File: config.mk
export PLATFORM = sky130hd
export DESIGN_NAME = dma_master_ctl
export DESIGN_NICKNAME = d
export VERILOG_FILES = /design/src/dma_master_pkg.sv /design/src/dma_master_ctl.sv /design/src/req_conditioner.sv
export SDC_FILE = /design/constraint.sdc
export NUM_CORES = 1
export LEC_CHECK = 0
export BUFFER_PORTS_ARGS = -buffer_cell sky130_fd_sc_hd__buf_4
export CORE_UTILIZATION = 52
export CTS_CLUSTER_DIAMETER = 50
export CTS_CLUSTER_SIZE = 16
export DETAILED_ROUTE_END_ITERATION = 10
export PLACE_DENSITY = 0.79
export SYNTH_ARGS = -nofsm -noshare
export SYNTH_HDL_FRONTEND = slang
export SYNTH_SLANG_ARGS = --single-unit
File: constraint.sdc
create_clock -name clk_in -period 1.4 [get_ports clk_in]
set_clock_uncertainty 0.05 [all_clocks]
set_input_delay 0.28 -clock clk_in [delete_from_list [all_inputs] [get_ports clk_in]]
set_output_delay 0.28 -clock clk_in [all_outputs]
set_load 0.03 [all_outputs]
File: src/dma_master_pkg.sv
/*
  constants, field layouts and state types for the master dma control
  register set (channels 4 to 7).
  assumes an 8-bit i/o port bus and a transfer engine on the same clock.
*/
//
// Function
// - set a channel's done flag in status bits 1-3 at terminal count
// - reading status clears the four done flags, not the pending bits
// - status bits 7, 6, 5 show pending requests of channels 7, 6, 5
// - channel 4 cascades the slave; status bits 4 and 0 carry nothing
// - command register cleared by hardware reset and by a write to DAh
// - command bit 2 set disables the controller
// - bit 7 sets grant polarity, bit 6 sets request line polarity
// - command bit 4 selects rotating (1) or fixed (0) priority
// - bit 3 compressed timing needs bit 1; bit 5 extended write needs bit 3
// - bit 0 enables memory to memory; bit 1 address hold needs bit 0
// - request port write sets or clears the chosen channel's request bit
// - mask port write sets or clears one mask; masked channel ignores requests
// - hardware reset sets every mask bit
// - a separate 6-bit mode per channel, loaded by the mode port write
// - mode bits 7-6 select demand, single, block or cascade service
// - mode bit 5 selects decrement, bit 4 enables auto reload
// - mode bits 3-2 select verify, write, read; 11 invalid unless cascade
// - any write to D8h clears the byte pointer, which is not readable
// - any write to DAh acts as a master reset of the controller
// - status read and command write share port D0h
package dma_master_pkg;

  // ---------------------------------------------------------------
  // port map
  // ---------------------------------------------------------------
  localparam logic [15:0] PORT_STATUS_CMD = 16'h00d0;
  localparam logic [15:0] PORT_REQUEST    = 16'h00d2;
  localparam logic [15:0] PORT_MASK       = 16'h00d4;
  localparam logic [15:0] PORT_MODE       = 16'h00d6;
  localparam logic [15:0] PORT_PTR_CLEAR  = 16'h00d8;
  localparam logic [15:0] PORT_TEMP_DIS   = 16'h00da;
  localparam logic [15:0] PORT_WORD_FIRST = 16'h00c0;
  localparam logic [15:0] PORT_WORD_LAST  = 16'h00ce;

  // ---------------------------------------------------------------
  // field positions and reset values
  // ---------------------------------------------------------------
  localparam int          CHAN_COUNT  = 4;
  localparam int          SEL_LSB     = 0;
  localparam int          SEL_MSB     = 1;
  localparam int          SET_BIT     = 2;
  localparam int          MODE_LSB    = 2;
  localparam int          MODE_MSB    = 7;
  localparam logic [3:0]  CASCADE_CH  = 4'h1;
  localparam logic [7:0]  CMD_RESET   = 8'h00;
  localparam logic [3:0]  MASK_RESET  = 4'hf;
  localparam logic [3:0]  FLAG_RESET  = 4'h0;
  localparam logic [7:0]  DATA_RESET  = 8'h00;
  localparam logic [1:0]  KIND_BAD    = 2'h3;

  // ---------------------------------------------------------------
  // types
  // ---------------------------------------------------------------
  typedef enum logic [1:0] {
    SVC_DEMAND  = 2'h0,
    SVC_SINGLE  = 2'h1,
    SVC_BLOCK   = 2'h2,
    SVC_CASCADE = 2'h3
  } service_t;

  // bit order matches the command byte, bit 7 first
  typedef struct packed {
    logic ack_polarity;
    logic req_polarity;
    logic write_stretch_select;
    logic rotating_order_select;
    logic compressed_cycle_select;
    logic controller_off;
    logic chan4_addr_freeze;
    logic mem_to_mem_enable;
  } cmd_fields_t;

  // mode byte bits 7-2
  typedef struct packed {
    service_t   service_type;
    logic       address_direction;
    logic       auto_reload_enable;
    logic [1:0] transfer_kind;
  } mode_t;

  typedef struct packed {
    cmd_fields_t          cmd;
    logic [3:0]           done;
    logic [3:0]           sw_req;
    logic [3:0]           mask;
    mode_t [3:0]          mode;
    logic                 byte_high;
    logic [7:0]           temp;
    logic [7:0]           rdata;
    logic                 rvalid;
    logic [3:0]           grant;
  } ctl_state_t;

  typedef struct packed {
    logic [3:0] stage1;
    logic [3:0] stage2;
    logic [3:0] level;
  } sync_state_t;

endpackage

File: src/dma_master_ctl.sv
/*
  master dma controller register set: status, command, software
  request, single mask, per-channel mode, byte pointer and master
  disable, behind an 8-bit i/o port bus.
  assumes io strobes are one-cycle pulses on clk_in, and that the
  transfer engine supplies terminal count, grant and temporary data
  on the same clock.
*/
module dma_master_ctl
  import dma_master_pkg::*;
(
  // clock and reset
  input  wire logic              clk_in,
  input  wire logic              resetn_in,
  // i/o port bus
  input  wire logic [15:0]       io_addr_in,
  input  wire logic [7:0]        io_wdata_in,
  input  wire logic              io_wr_in,
  input  wire logic              io_rd_in,
  output logic      [7:0]        io_rdata_out,
  output logic                   io_rvalid_out,
  // request pins, channels 4 to 7 on bits 0 to 3
  input  wire logic [3:0]        transfer_request_line_in,
  output logic      [3:0]        transfer_grant_out,
  // transfer engine
  input  wire logic [3:0]        tc_event_in,
  input  wire logic [3:0]        grant_in,
  input  wire logic              temp_load_in,
  input  wire logic [7:0]        temp_data_in,
  output logic      [3:0]        service_request_out,
  output cmd_fields_t            cmd_out,
  output mode_t     [3:0]        mode_out,
  output logic      [3:0]        mode_invalid_out,
  output logic                   byte_high_out
);

  ctl_state_t  st;
  ctl_state_t  next_st;
  logic [3:0]  hw_level;
  logic [3:0]  pending;
  logic [7:0]  status_value;
  logic [1:0]  sel;
  logic        set_val;
  logic        wr_status;
  logic        rd_status;
  logic        word_access;
  logic        master_off;

  // ---------------------------------------------------------------
  // helpers
  // ---------------------------------------------------------------
  function automatic logic [3:0] chan_onehot(input logic [1:0] code);
    chan_onehot = 4'h1 << code;
  endfunction

  function automatic logic [3:0] set_or_clear(input logic [3:0] cur,
                                              input logic [1:0] code,
                                              input logic       val);
    logic [3:0] hot;
    hot          = chan_onehot(code);
    set_or_clear = val ? (cur | hot) : (cur & ~hot);
  endfunction

  function automatic logic hit(input logic [15:0] port);
    hit = (io_addr_in == port);
  endfunction

  // ---------------------------------------------------------------
  // request pins
  // ---------------------------------------------------------------
  req_conditioner u_req (
    .clk_in        (clk_in),
    .resetn_in     (resetn_in),
    .line_in       (transfer_request_line_in),
    .active_low_in (st.cmd.req_polarity),
    .level_out     (hw_level)
  );

  // ---------------------------------------------------------------
  // decode
  // ---------------------------------------------------------------
  assign sel         = io_wdata_in[SEL_MSB:SEL_LSB];
  assign set_val     = io_wdata_in[SET_BIT];
  assign wr_status   = io_wr_in && hit(PORT_STATUS_CMD);
  assign rd_status   = io_rd_in && hit(PORT_STATUS_CMD);
  assign master_off  = io_wr_in && hit(PORT_TEMP_DIS);
  assign word_access = (io_wr_in || io_rd_in)
                     && (io_addr_in >= PORT_WORD_FIRST)
                     && (io_addr_in <= PORT_WORD_LAST);

  assign pending = hw_level | st.sw_req;
  // cascade slot reads zero in both halves
  assign status_value = {pending[3:1], 1'b0, st.done[3:1], 1'b0};

  // ---------------------------------------------------------------
  // next state
  // ---------------------------------------------------------------
  always_comb begin
    next_st        = st;
    next_st.rvalid = 1'b0;
    next_st.grant  = st.cmd.ack_polarity ? grant_in : ~grant_in;
    if (temp_load_in) begin
      next_st.temp = temp_data_in;
    end
    if (io_rd_in) begin
      next_st.rvalid = 1'b1;
      if (rd_status) begin
        next_st.rdata = status_value;
        next_st.done  = FLAG_RESET;
      end else if (hit(PORT_TEMP_DIS)) begin
        next_st.rdata = st.temp;
      end else begin
        next_st.rdata = DATA_RESET;
      end
    end
    // a terminal count in the read cycle survives the clear
    next_st.done   = next_st.done | (tc_event_in & ~CASCADE_CH);
    next_st.sw_req = st.sw_req & ~tc_event_in;
    if (word_access) begin
      next_st.byte_high = ~st.byte_high;
    end
    if (io_wr_in) begin
      case (io_addr_in)
        PORT_STATUS_CMD: begin
          next_st.cmd = cmd_fields_t'(io_wdata_in);
        end
        PORT_REQUEST: begin
          next_st.sw_req = set_or_clear(st.sw_req, sel, set_val);
        end
        PORT_MASK: begin
          next_st.mask = set_or_clear(st.mask, sel, set_val);
        end
        PORT_MODE: begin
          next_st.mode[sel] = mode_t'(io_wdata_in[MODE_MSB:MODE_LSB]);
        end
        PORT_PTR_CLEAR: begin
          next_st.byte_high = 1'b0;
        end
        default: begin
          next_st.cmd = st.cmd;
        end
      endcase
    end
    // master disable beats everything, including a same-cycle count
    if (master_off) begin
      next_st.cmd       = cmd_fields_t'(CMD_RESET);
      next_st.mask      = MASK_RESET;
      next_st.done      = FLAG_RESET;
      next_st.sw_req    = FLAG_RESET;
      next_st.temp      = DATA_RESET;
      next_st.byte_high = 1'b0;
    end
  end

  always_ff @(posedge clk_in or negedge resetn_in) begin
    if (!resetn_in) begin
      st           <= '0;
      st.cmd       <= cmd_fields_t'(CMD_RESET);
      st.mask      <= MASK_RESET;
      st.grant     <= MASK_RESET;
    end else begin
      st <= next_st;
    end
  end

  // ---------------------------------------------------------------
  // outputs
  // ---------------------------------------------------------------
  // masked or disabled channels never reach the arbiter
  assign service_request_out = pending & ~st.mask
                             & {CHAN_COUNT{~st.cmd.controller_off}};

  // fields whose enabling bit is clear are forced to their quiet value
  always_comb begin
    cmd_out                         = st.cmd;
    cmd_out.chan4_addr_freeze       = st.cmd.chan4_addr_freeze
                                    & st.cmd.mem_to_mem_enable;
    cmd_out.compressed_cycle_select = st.cmd.compressed_cycle_select
                                    & st.cmd.chan4_addr_freeze;
    cmd_out.write_stretch_select    = st.cmd.write_stretch_select
                                    & st.cmd.compressed_cycle_select;
  end

  // the kind field is meaningless in cascade, so it never flags there
  always_comb begin
    for (int i = 0; i < CHAN_COUNT; i++) begin
      mode_out[i]         = st.mode[i];
      mode_invalid_out[i] = (st.mode[i].transfer_kind == KIND_BAD)
                          && (st.mode[i].service_type != SVC_CASCADE);
    end
  end

  assign io_rdata_out       = st.rdata;
  assign io_rvalid_out      = st.rvalid;
  assign transfer_grant_out = st.grant;
  assign byte_high_out      = st.byte_high;
endmodule

File: src/req_conditioner.sv
/*
  two-flop synchroniser for the request pins, then polarity correction.
  assumes the pins are asynchronous to clk_in.
*/
module req_conditioner
  import dma_master_pkg::*;
(
  // clock and reset
  input  wire logic       clk_in,
  input  wire logic       resetn_in,
  // pins and polarity
  input  wire logic [3:0] line_in,
  input  wire logic       active_low_in,
  // conditioned level, active high
  output logic      [3:0] level_out
);

  sync_state_t st;
  sync_state_t next_st;

  // ---------------------------------------------------------------
  // next state
  // ---------------------------------------------------------------
  // stage1 feeds stage2 only; polarity is applied after the second flop
  always_comb begin
    next_st        = st;
    next_st.stage1 = line_in;
    next_st.stage2 = st.stage1;
    next_st.level  = st.stage2 ^ {CHAN_COUNT{active_low_in}};
  end

  always_ff @(posedge clk_in or negedge resetn_in) begin
    if (!resetn_in) begin
      st <= '0;
    end else begin
      st <= next_st;
    end
  end

  assign level_out = st.level;

endmodule

==> run_results.csv, run 1 <==
group,metric,value,unit
status,outcome,"finished with violations",
finish,antenna_cells,0,
clock_network,cts.sinks,77,
drt,num_vias,3110,
global_routing,grt-ovfl-total,0,
drt,dr.pass1.iters,4,
global_routing,grt_start_max_net_pins,29,
power,power_density,860,mW/mm²
critical_path,worstPathMaxFanout,6,
placement,hpwlAfterDp,6470,µm
floorplanning,die_h,85.8,µm
logic_synthesis,yosysMostFrequentCell,"dfrtp_1",
floorplanning,rows,30,
floorplanning,dieWidth,85.8,µm
timing,slew_viol_final,0,
clock_network,clk_latency,0.35,ns
floorplanning,die_area,0.00736,mm²
power,leakage,2.61,nW
logic_synthesis,synth_common_cells,"dfrtp_1 (69), buf_4 (41), a21oi_1 (18), mux2_2 (18), nor2_1 (17)",
logic_synthesis,yosysTopAreaCellShare,47.3,%
critical_path,reg2reg_depth,4,
global_routing,antenna_found_initial,0,
power,vdd_ir_drop_max,0.517,mV
timing,tightest_slew,0.384,ns
timing,tns,-8.18,ns
timing,fin_crit_sh,128,%
drt,post_drt_wl_per_cell,19.6,µm
logic_synthesis,synth_top_cell_by_area,"dfrtp_1",
logic_synthesis,syn_inst,321,
logic_synthesis,seq_area_frac_synth,53.1,%
floorplanning,core_area,0.00679,mm²
finish,finalNetCount,498,
critical_path,r2r_end,"io_rdata_out[6]",
logic_synthesis,ys_ff_latch,77,
timing,maxSlewHeadroom,74.1,%
critical_path,start_kind,"primary input",
critical_path,r2r_setup_slack,0.25,ns
drt,viasPerCell,5.65,
finish,syn_to_final_growth,49.5,%
logic_synthesis,yosys_warnings,0,
timing,final.setup.worst_slack,-0.388,ns
logic_synthesis,synthTopCellsByArea,"dfrtp_1 (47%), buf_4 (8.4%), dfstp_2 (5.8%)",
logic_synthesis,netlist_area,0.00365,mm²
global_routing,grt_usage,27.7,%
logic_synthesis,ys_async_sr_fraction,100,%
worst_hold_path,hp-class,"primary input to flip-flop",
floorplanning,start_util,53.7,%
logic_synthesis,synth_edf_count,0,
clock_network,cts.clk_slew.worst_paths,0.08,ns
drt,drt.antenna.violating_nets,0,
worst_hold_path,hp-start,"grant_in[2]",
placement,gp_routability_congestion,0.806,
critical_path,startpoint,"io_addr_in[15]",
clock_network,cts_made_buffers,9,
drt,post-route-drc-count,0,
critical_path,crit_path_end_kind,"flip-flop",
global_routing,grt_pass1_vias,3129,
logic_synthesis,synth_cell_types,47,
timing,setup_viol,50,
critical_path,required,1.58,ns
critical_path,r2r_start,"st[52]",
clock_network,cts_tree,"done",
timing,rsz0062_at_grt,"yes",
critical_path,cp_data_arrival_time,1.97,ns
clock_network,htree_levels,3,
logic_synthesis,syn_nets,370,
floorplanning,ios,103,
status,violations,"negative setup slack",
drt,drt_iter0_drc,237,
timing,fmax,559,MHz
global_routing,grt_pass1_wl,15400,µm
timing,hold_viol,0,
timing,min_period,1.79,ns
placement,io_buffers,102,
logic_synthesis,synth_ff_type,"dfrtp_1",
placement,place_area,0.00460,mm²
logic_synthesis,syn_avg_cell_area,11.4,µm²
clock_network,cts-root-buf,"clkbuf_8",
drt,drt_wl_total,10800,µm
worst_hold_path,min_path_cells,2,
critical_path,critPathKind,"primary input to flip-flop",
job,drv_cap,0,
worst_hold_path,hold_end,"transfer_grant_out[2]",
finish,drive_gt1_share,61.0,%
finish,final_cell_area,0.00546,mm²
clock_network,cts_buffer_depth,2,
[critical path, cell delays in order]
cell    delay, ns
buf_6        0.09
or4_4        0.57
nor3_4       0.14
or4b_4       0.56
mux2_4       0.32
[cells by family (layout without fill, tap and decap cells)]
| family | Yosys count | after routing | synth area share [%] |
|---|---|---|---|
| XOR/XNOR | 8 | 8 | 1.92 |
| buffers and inverters | 63 | 196 | 11.6 |
| flip-flops | 77 | 77 | 53.1 |
| multiplexers | 34 | 34 | 10.8 |
| AO/OA/AOI/OAI | 56 | 56 | 9.81 |
| AND/OR/NAND/NOR | 83 | 83 | 12.9 |
[power breakdown]
group	internal, mW	leakage (nW)	switching, mW	total (mW)
sequential	2.28	0.973	0.0233	2.30
combinational	0.246	1.54	0.266	0.513
clock	1.06	0.106	0.825	1.88
total	3.58	2.61	1.11	4.69
[cell type report]
type,count,area (µm²)
Clock inverter,5,83.8
Fill cell,383,1340
Clock buffer,11,141
Inverter,9,33.8
Multi-Input combinational cell,181,1630
Timing Repair Buffer,171,1500
Tap cell,96,120
Sequential cell,77,1940
[stage by stage]
step	instances	setup slack [ns]	total power [mW]	hold slack [ns]	util, %
after detailed placement	508	-0.859	2.77	0.159	67.7
after global placement	508	-0.847	2.75	0.151	67.7
after CTS	541	-0.406	4.62	0.0164	74.5
after floorplan	321	-0.707	2.48	-0.0656	-
final	550	-0.388	4.69	0.0181	80.3
after global routing	550	-0.399	4.84	0.0125	80.3
[how the worst max path moves through the flow]
stage	end
4_1_cts	flip-flop
3_3_place_gp	flip-flop
2_1_floorplan	flip-flop
6_report	flip-flop
3_5_place_dp	flip-flop
5_1_grt	flip-flop
[layout by cell type (no fill, tap or decap), drive strengths merged, types with 2 or more instances in the layout]
cell type    synthesis  final
a211oi               3      3
a21oi               18     18
a221o                6      6
a22o                 2      2
a311oi               2      2
a31oi                5      5
a32oi                4      4
and2                 4      4
and4b                2      2
buf                 46    164
bufinv               0      2
clkbuf               8     13
clkinvlp             0      2
dfrtp               69     69
dfstp                8      8
dlygate4sd3          0      5
inv                  9      9
mux2                24     24
mux2i               10     10
nand2               13     13
nand3               11     11
nand3b               3      3
nand4                3      3
nor2                17     17
nor2b                3      3
nor3                12     12
nor4                 3      3
o21ai               15     15
or3                  2      2
or4                  3      3
xnor2                4      4
xor2                 4      4
[layer usage]
| metal | vias up | routed length [µm] | track usage [%] | share of wire (%) |
|---|---|---|---|---|
| met4 | 0 | 358 | 9.24 | 3.3 |
| met3 | 41 | 791 | 7.03 | 7.3 |
| met2 | 164 | 5640 | 47.1 | 52 |
| met5 | - | 0 | 0 | 0 |
| li1 | 1356 | - | - | - |
| met1 | 1549 | 3980 | 34.9 | 37 |
[repair_timing]
item                                    CTS  global route
endpoints found under the setup margin   47            77
pin swaps                                12            20
gates cloned                              0             3
endpoints found under the hold margin    21             0
buffers inserted                         13             9
resized for setup                        25            85
hold buffers                              5             0
(Power assumes the default switching activity.)
==> inputs of run 2 (changes only) <==
CORE_UTILIZATION = 56   (was 52)
PLACE_DENSITY = 0.84   (was 0.79)
SYNTH_HIERARCHICAL = 1   (was unset)
clock period = 2.15 ns   (was 1.4 ns; I/O delays follow)
==> run 2 against run 1 <==
Effect of this change: flip-flop and latch count did not move; the flow now finishes without violations; largest power group unchanged; critical path depth grew 1; area after synthesis rose by 0.10%; global-route usage decreased by 3.4 points; sequential share of layout area up 7.5 points; first-iteration DRC count shrank 41%.
==> run_results.csv, run 2 <==
group,metric,value,unit
job,drv_cap,0,
drt,drt.antenna.violating_nets,0,
finish,final_core_util,71.3,%
critical_path,crit_path_end_kind,"flip-flop",
critical_path,startpoint,"io_addr_in[13]",
logic_synthesis,synth_ff_type,"dfrtp_1",
logic_synthesis,synth_edf_count,0,
drt,dr.pass1.iters,4,
clock_network,clk_latency,0.35,ns
placement,dp.cells,455,
floorplanning,rows,29,
floorplanning,core_area,0.00631,mm²
critical_path,required,2.34,ns
finish,final_cell_mix,"buf_4 (113), dfrtp_1 (69), mux2_2 (24)",
logic_synthesis,synthTopCellsByArea,"dfrtp_1 (47%), buf_4 (9.2%), mux2_2 (7.4%)",
status,outcome,"complete, no violations",
placement,gp_routability_congestion,0.792,
finish,final_common_cell,"buf_4",
floorplanning,die_h,82.8,µm
logic_synthesis,synth_cell_types,40,
clock_network,htree_levels,3,
logic_synthesis,ys_ff_latch,77,
finish,fillers,476,
placement,place_ws,-0.0830,ns
logic_synthesis,yosysMostFrequentCell,"dfrtp_1",
timing,tightest_slew,0.579,ns
global_routing,grt_pass1_vias,2488,
critical_path,r2r_start,"st[50]",
drt,viasPerCell,5.37,
timing,final.setup.worst_slack,0.284,ns
finish,finalNetCount,438,
timing,slew_viol_final,0,
critical_path,critPathKind,"primary input to flip-flop",
finish,stdcell_count,471,
timing,rsz0062_at_grt,"no",
logic_synthesis,yosysTopAreaCellShare,47.3,%
clock_network,cts_buffer_depth,2,
logic_synthesis,ys_async_sr_fraction,100,%
timing,hold_viol,0,
floorplanning,dieWidth,82.8,µm
timing,fin_hold_ws,0.0111,ns
clock_network,cts_made_buffers,9,
logic_synthesis,syn_nets,367,
logic_synthesis,synth_top_cell_by_area,"dfrtp_1",
floorplanning,ios,103,
drt,drt_wl_total,7660,µm
timing,maxSlewHeadroom,61.4,%
clock_network,cts-root-buf,"clkbuf_8",
power,vdd_ir_drop_max,0.453,mV
placement,hpwlAfterDp,5460,µm
logic_synthesis,syn_avg_cell_area,11.5,µm²
placement,io_buffers,102,
worst_hold_path,hp-class,"primary input to asynchronous set/reset pin",
global_routing,grt_pass1_wl,11700,µm
drt,num_vias,2528,
floorplanning,start_util,57.8,%
logic_synthesis,yosys_warnings,6,
clock_network,ctsResizeCount,0,
logic_synthesis,synth_common_cells,"dfrtp_1 (69), buf_4 (45), mux2_2 (24)",
critical_path,worstPathMaxFanout,6,
timing,fmax,536,MHz
global_routing,grt_start_max_net_pins,46,
logic_synthesis,netlist_area,0.00365,mm²
drt,post-route-drc-count,0,
global_routing,grt_usage,24.3,%
finish,antenna_cells,0,
timing,setup_viol,0,
drt,drt_iter0_drc,141,
clock_network,postCtsSetupBuffers,0,
global_routing,grt-ovfl-total,0,
floorplanning,die_area,0.00685,mm²
critical_path,start_kind,"primary input",
power,leakage,2.20,nW
timing,fin_crit_sh,86.8,%
clock_network,cts.sinks,77,
timing,min_period,1.87,ns
clock_network,cts_hold_buf,0,
logic_synthesis,syn_inst,318,
logic_synthesis,seq_area_frac_synth,53.0,%
power,power_density,674,mW/mm²
clock_network,cts.clk_slew.worst_paths,0.08,ns
clock_network,cts_tree,"done",
critical_path,cp_data_arrival_time,2.06,ns
drt,post_drt_wl_per_cell,16.3,µm
finish,drive_gt1_share,46.2,%
finish,syn_to_final_growth,23.3,%
global_routing,antenna_found_initial,0,
run 2: cell types whose count changed after synthesis, sizes merged, moves of 4 or more:
cell / previous run / this run
a21oi: 18 / 14
a221o: 6 / 0
a32oi: 4 / 0
mux2i: 10 / 20
nand2: 13 / 19
nand2b: 1 / 9
nand3: 11 / 2
nor2: 17 / 29
nor3: 12 / 8
nor4: 3 / 7
o21ai: 15 / 9
o21ba: 0 / 4
run 2: logic make-up (layout without fill, tap and decap cells):
group	count (synthesis)	count (layout)	synth area share, %
AND/OR/NAND/NOR	91	91	14.9
AO/OA/AOI/OAI	36	36	6.03
XOR/XNOR	9	9	2.16
buffers and inverters	61	137	11.0
multiplexers	44	44	12.9
flip-flops	77	77	53.0
run 2: per-stage QoR:
step                      setup TNS (ns)  cell area, µm²  power (mW)
after floorplan                        0            3650        1.61
after global placement           -0.0595            4260        1.74
after detailed placement          -0.971            4260        1.75
after CTS                              0            4500        3.05
after global routing                   0            4500        3.13
final                                  0            4500        3.03
run 2: worst max-delay path, cell delays in order:
cell     delay [ns]
buf_4          0.12
nor4_4         0.39
nand4_1        0.27
nor3_2         0.26
nand2_1        0.24
mux2_2         0.34
run 2: where the power goes:
part / internal, mW / total, mW / switching (mW)
clock: 0.771 / 1.31 / 0.540
combinational: 0.101 / 0.227 / 0.126
sequential: 1.48 / 1.50 / 0.0138
run 2: cell type report:
class	count	area (µm²)	area share [%]
tap	77	96.3	2.14
multi-input combinational	180	1320	29.3
clock inverter	6	111	2.47
inverter	6	22.5	0.500
sequential	77	1940	43.0
timing repair buffer	115	888	19.7
clock buffer	10	128	2.83
run 2: metal layers:
metal / vias up / global-route usage (%) / wire [µm] / part of all wire [%]
met5: - / 0 / 0 / 0
met4: 0 / 15.7 / 284 / 3.7
met3: 24 / 5.93 / 475 / 6.2
met2: 96 / 36.9 / 3650 / 48
li1: 1178 / - / - / -
met1: 1230 / 31.0 / 3250 / 42
run 2: final timing paths:
kind	endpoint	slack, ns	cells past startpoint
setup / recovery	flip-flop	0.28	6
hold / removal	asynchronous set/reset pin	0.01	1
setup reg to reg	st[50]	1.22	3
hold reg to reg	u_req/st[6]	0.30	0
max in group asynchronous	cmd_out[6]	1.42	2
min in group clk_in	u_req/next_st[4]	0.13	1
==> inputs of run 3 (changes only) <==
REMOVE_ABC_BUFFERS = 1   (was unset)
==> run 3 against run 2 <==
Effect of this change: the run now ends with negative hold slack left; sequential share of layout area down 0.084 points; largest power group unchanged; sequential power about the same; hold slack worse by 0.011 ns; combinational power about the same; critical path depth unchanged; maximum frequency up 3.0%; utilization up 0.14 points; highest routed layer unchanged; flip-flop and latch count unchanged.
==> run_results.csv, run 3 (synthesis gave the netlist of run 2 again) <==
group,metric,value,unit
floorplanning,core_area,0.00631,mm²
finish,fillers,469,
placement,gp_routability_congestion,0.787,
floorplanning,ios,103,
critical_path,crit_family,"simple AND/OR/NAND/NOR gates",
status,violations,"negative hold slack",
critical_path,start_kind,"primary input",
clock_network,ctsResizeCount,0,
clock_network,cts.clk_slew.worst_paths,0.08,ns
floorplanning,die_h,82.8,µm
clock_network,cts_buffer_depth,2,
timing,final.setup.worst_slack,0.339,ns
floorplanning,die_area,0.00685,mm²
critical_path,worstPathMaxFanout,6,
global_routing,grt_start_max_net_pins,40,
finish,final_cell_mix,"buf_4 (110), dfrtp_1 (69), mux2_2 (24)",
clock_network,clk_latency,0.35,ns
drt,viasPerCell,5.55,
timing,min_period,1.81,ns
global_routing,grt_pass1_vias,2582,
timing,hold_viol,3,
critical_path,crit_path_end_kind,"flip-flop",
drt,dr.pass1.iters,4,
clock_network,cts_made_buffers,9,
clock_network,htree_levels,3,
floorplanning,rows,29,
placement,io_buffers,102,
global_routing,grt_pass1_wl,12500,µm
critical_path,required,2.33,ns
floorplanning,dieWidth,82.8,µm
finish,syn_to_final_growth,23.5,%
critical_path,crit_buf_inv,1,
timing,setup_viol,0,
placement,hpwlAfterDp,5660,µm
global_routing,grt-ovfl-total,0,
drt,drt_wl_total,7860,µm
finish,final_common_cell,"buf_4",
finish,antenna_cells,0,
status,outcome,"finished with violations",
timing,rsz0062_at_grt,"no",
critical_path,r2r_start,"st[50]",
job,drv_cap,0,
drt,drt.antenna.violating_nets,0,
timing,fin_hold_ws,-0.000137,ns
power,vdd_ir_drop_max,0.530,mV
drt,post-route-drc-count,0,
power,power,3.06,mW
power,leakage,2.21,nW
clock_network,cts-root-buf,"clkbuf_8",
timing,tightest_slew,0.504,ns
drt,drt_iter0_drc,159,
clock_network,cts_hold_buf,0,
global_routing,grt_usage,25.6,%
critical_path,cp_data_arrival_time,1.99,ns
clock_network,cts_tree,"done",
critical_path,cp_cell_sequence,"buf_4 > nor4_4 > nand4_1 > nor3_2 > nand2_1 > mux2_2",
timing,slew_viol_final,0,
timing,fin_crit_sh,84.2,%
drt,num_vias,2603,
floorplanning,start_util,57.8,%
global_routing,antenna_found_initial,0,
timing,fmax,552,MHz
worst_hold_path,hp-class,"primary input to asynchronous set/reset pin",
clock_network,cts.sinks,77,
placement,place_ws,-0.00934,ns
drt,post_drt_wl_per_cell,16.7,µm
finish,drive_gt1_share,45.9,%
critical_path,startpoint,"io_addr_in[9]",
finish,final_cell_area,0.00451,mm²
critical_path,cp_slowest_cell,"nor4_4",
finish,finalNetCount,436,
critical_path,critPathKind,"primary input to flip-flop",
clock_network,postCtsSetupBuffers,0,
critical_path,slowest_delay,0.35,ns
timing,maxSlewHeadroom,66.4,%
placement,place_area,0.00426,mm²
power,power_density,678,mW/mm²
run 3: cell count changes in the layout (fill, tap and decap cells not counted), sizes merged:
cell | before | now
clkbuf | 10 | 12
clkinvlp | 1 | 0
clkinv | 2 | 1
buf | 115 | 113
run 3: power breakdown:
| group | internal (mW) | switching, mW |
|---|---|---|
| sequential | 1.48 | 0.0143 |
| clock | 0.833 | 0.501 |
| combinational | 0.101 | 0.125 |
| total | 2.42 | 0.640 |
run 3: area by class of cell:
class                   instances  area, µm²  share of cell area (%)
clock inverters                 4       95.1                    2.11
multi-input cells             180       1320                    29.2
repair buffers                113        886                    19.6
inverters                       6       22.5                   0.499
well taps                      77       96.3                    2.14
clock buffers                  12        155                    3.44
flip-flops and latches         77       1940                    42.9
run 3: metrics by stage:
stage	setup TNS [ns]	hold slack (ns)	utilization [%]	std cells
2_1_floorplan	-13.46	0.0844	-	263
3_3_place_gp	0	0.281	67.5	453
3_5_place_dp	-0.0327	0.288	67.5	453
4_1_cts	0	0.0147	71.4	469
5_1_grt	0	0.0464	71.4	469
6_report	0	-0.000137	71.4	469
run 3: path summary, 6_finish.rpt:
check,slack (ns),cells past startpoint,end
min reg2reg,0.30,0,u_req/st[4]
max in group asynchronous,1.41,2,st[48]
max reg2reg,1.17,3,st[50]
max,0.34,6,flip-flop
min,-0.0001,1,io_rdata_out[4]
min in group clk_in,0.14,1,u_req/next_st[4]
run 3: per-layer routing:
metal	share of wire (%)	GRT usage (%)
met1	40	33.4
met2	51	40.2
met3	5.9	5.16
met4	2.2	13.6
met5	0	0
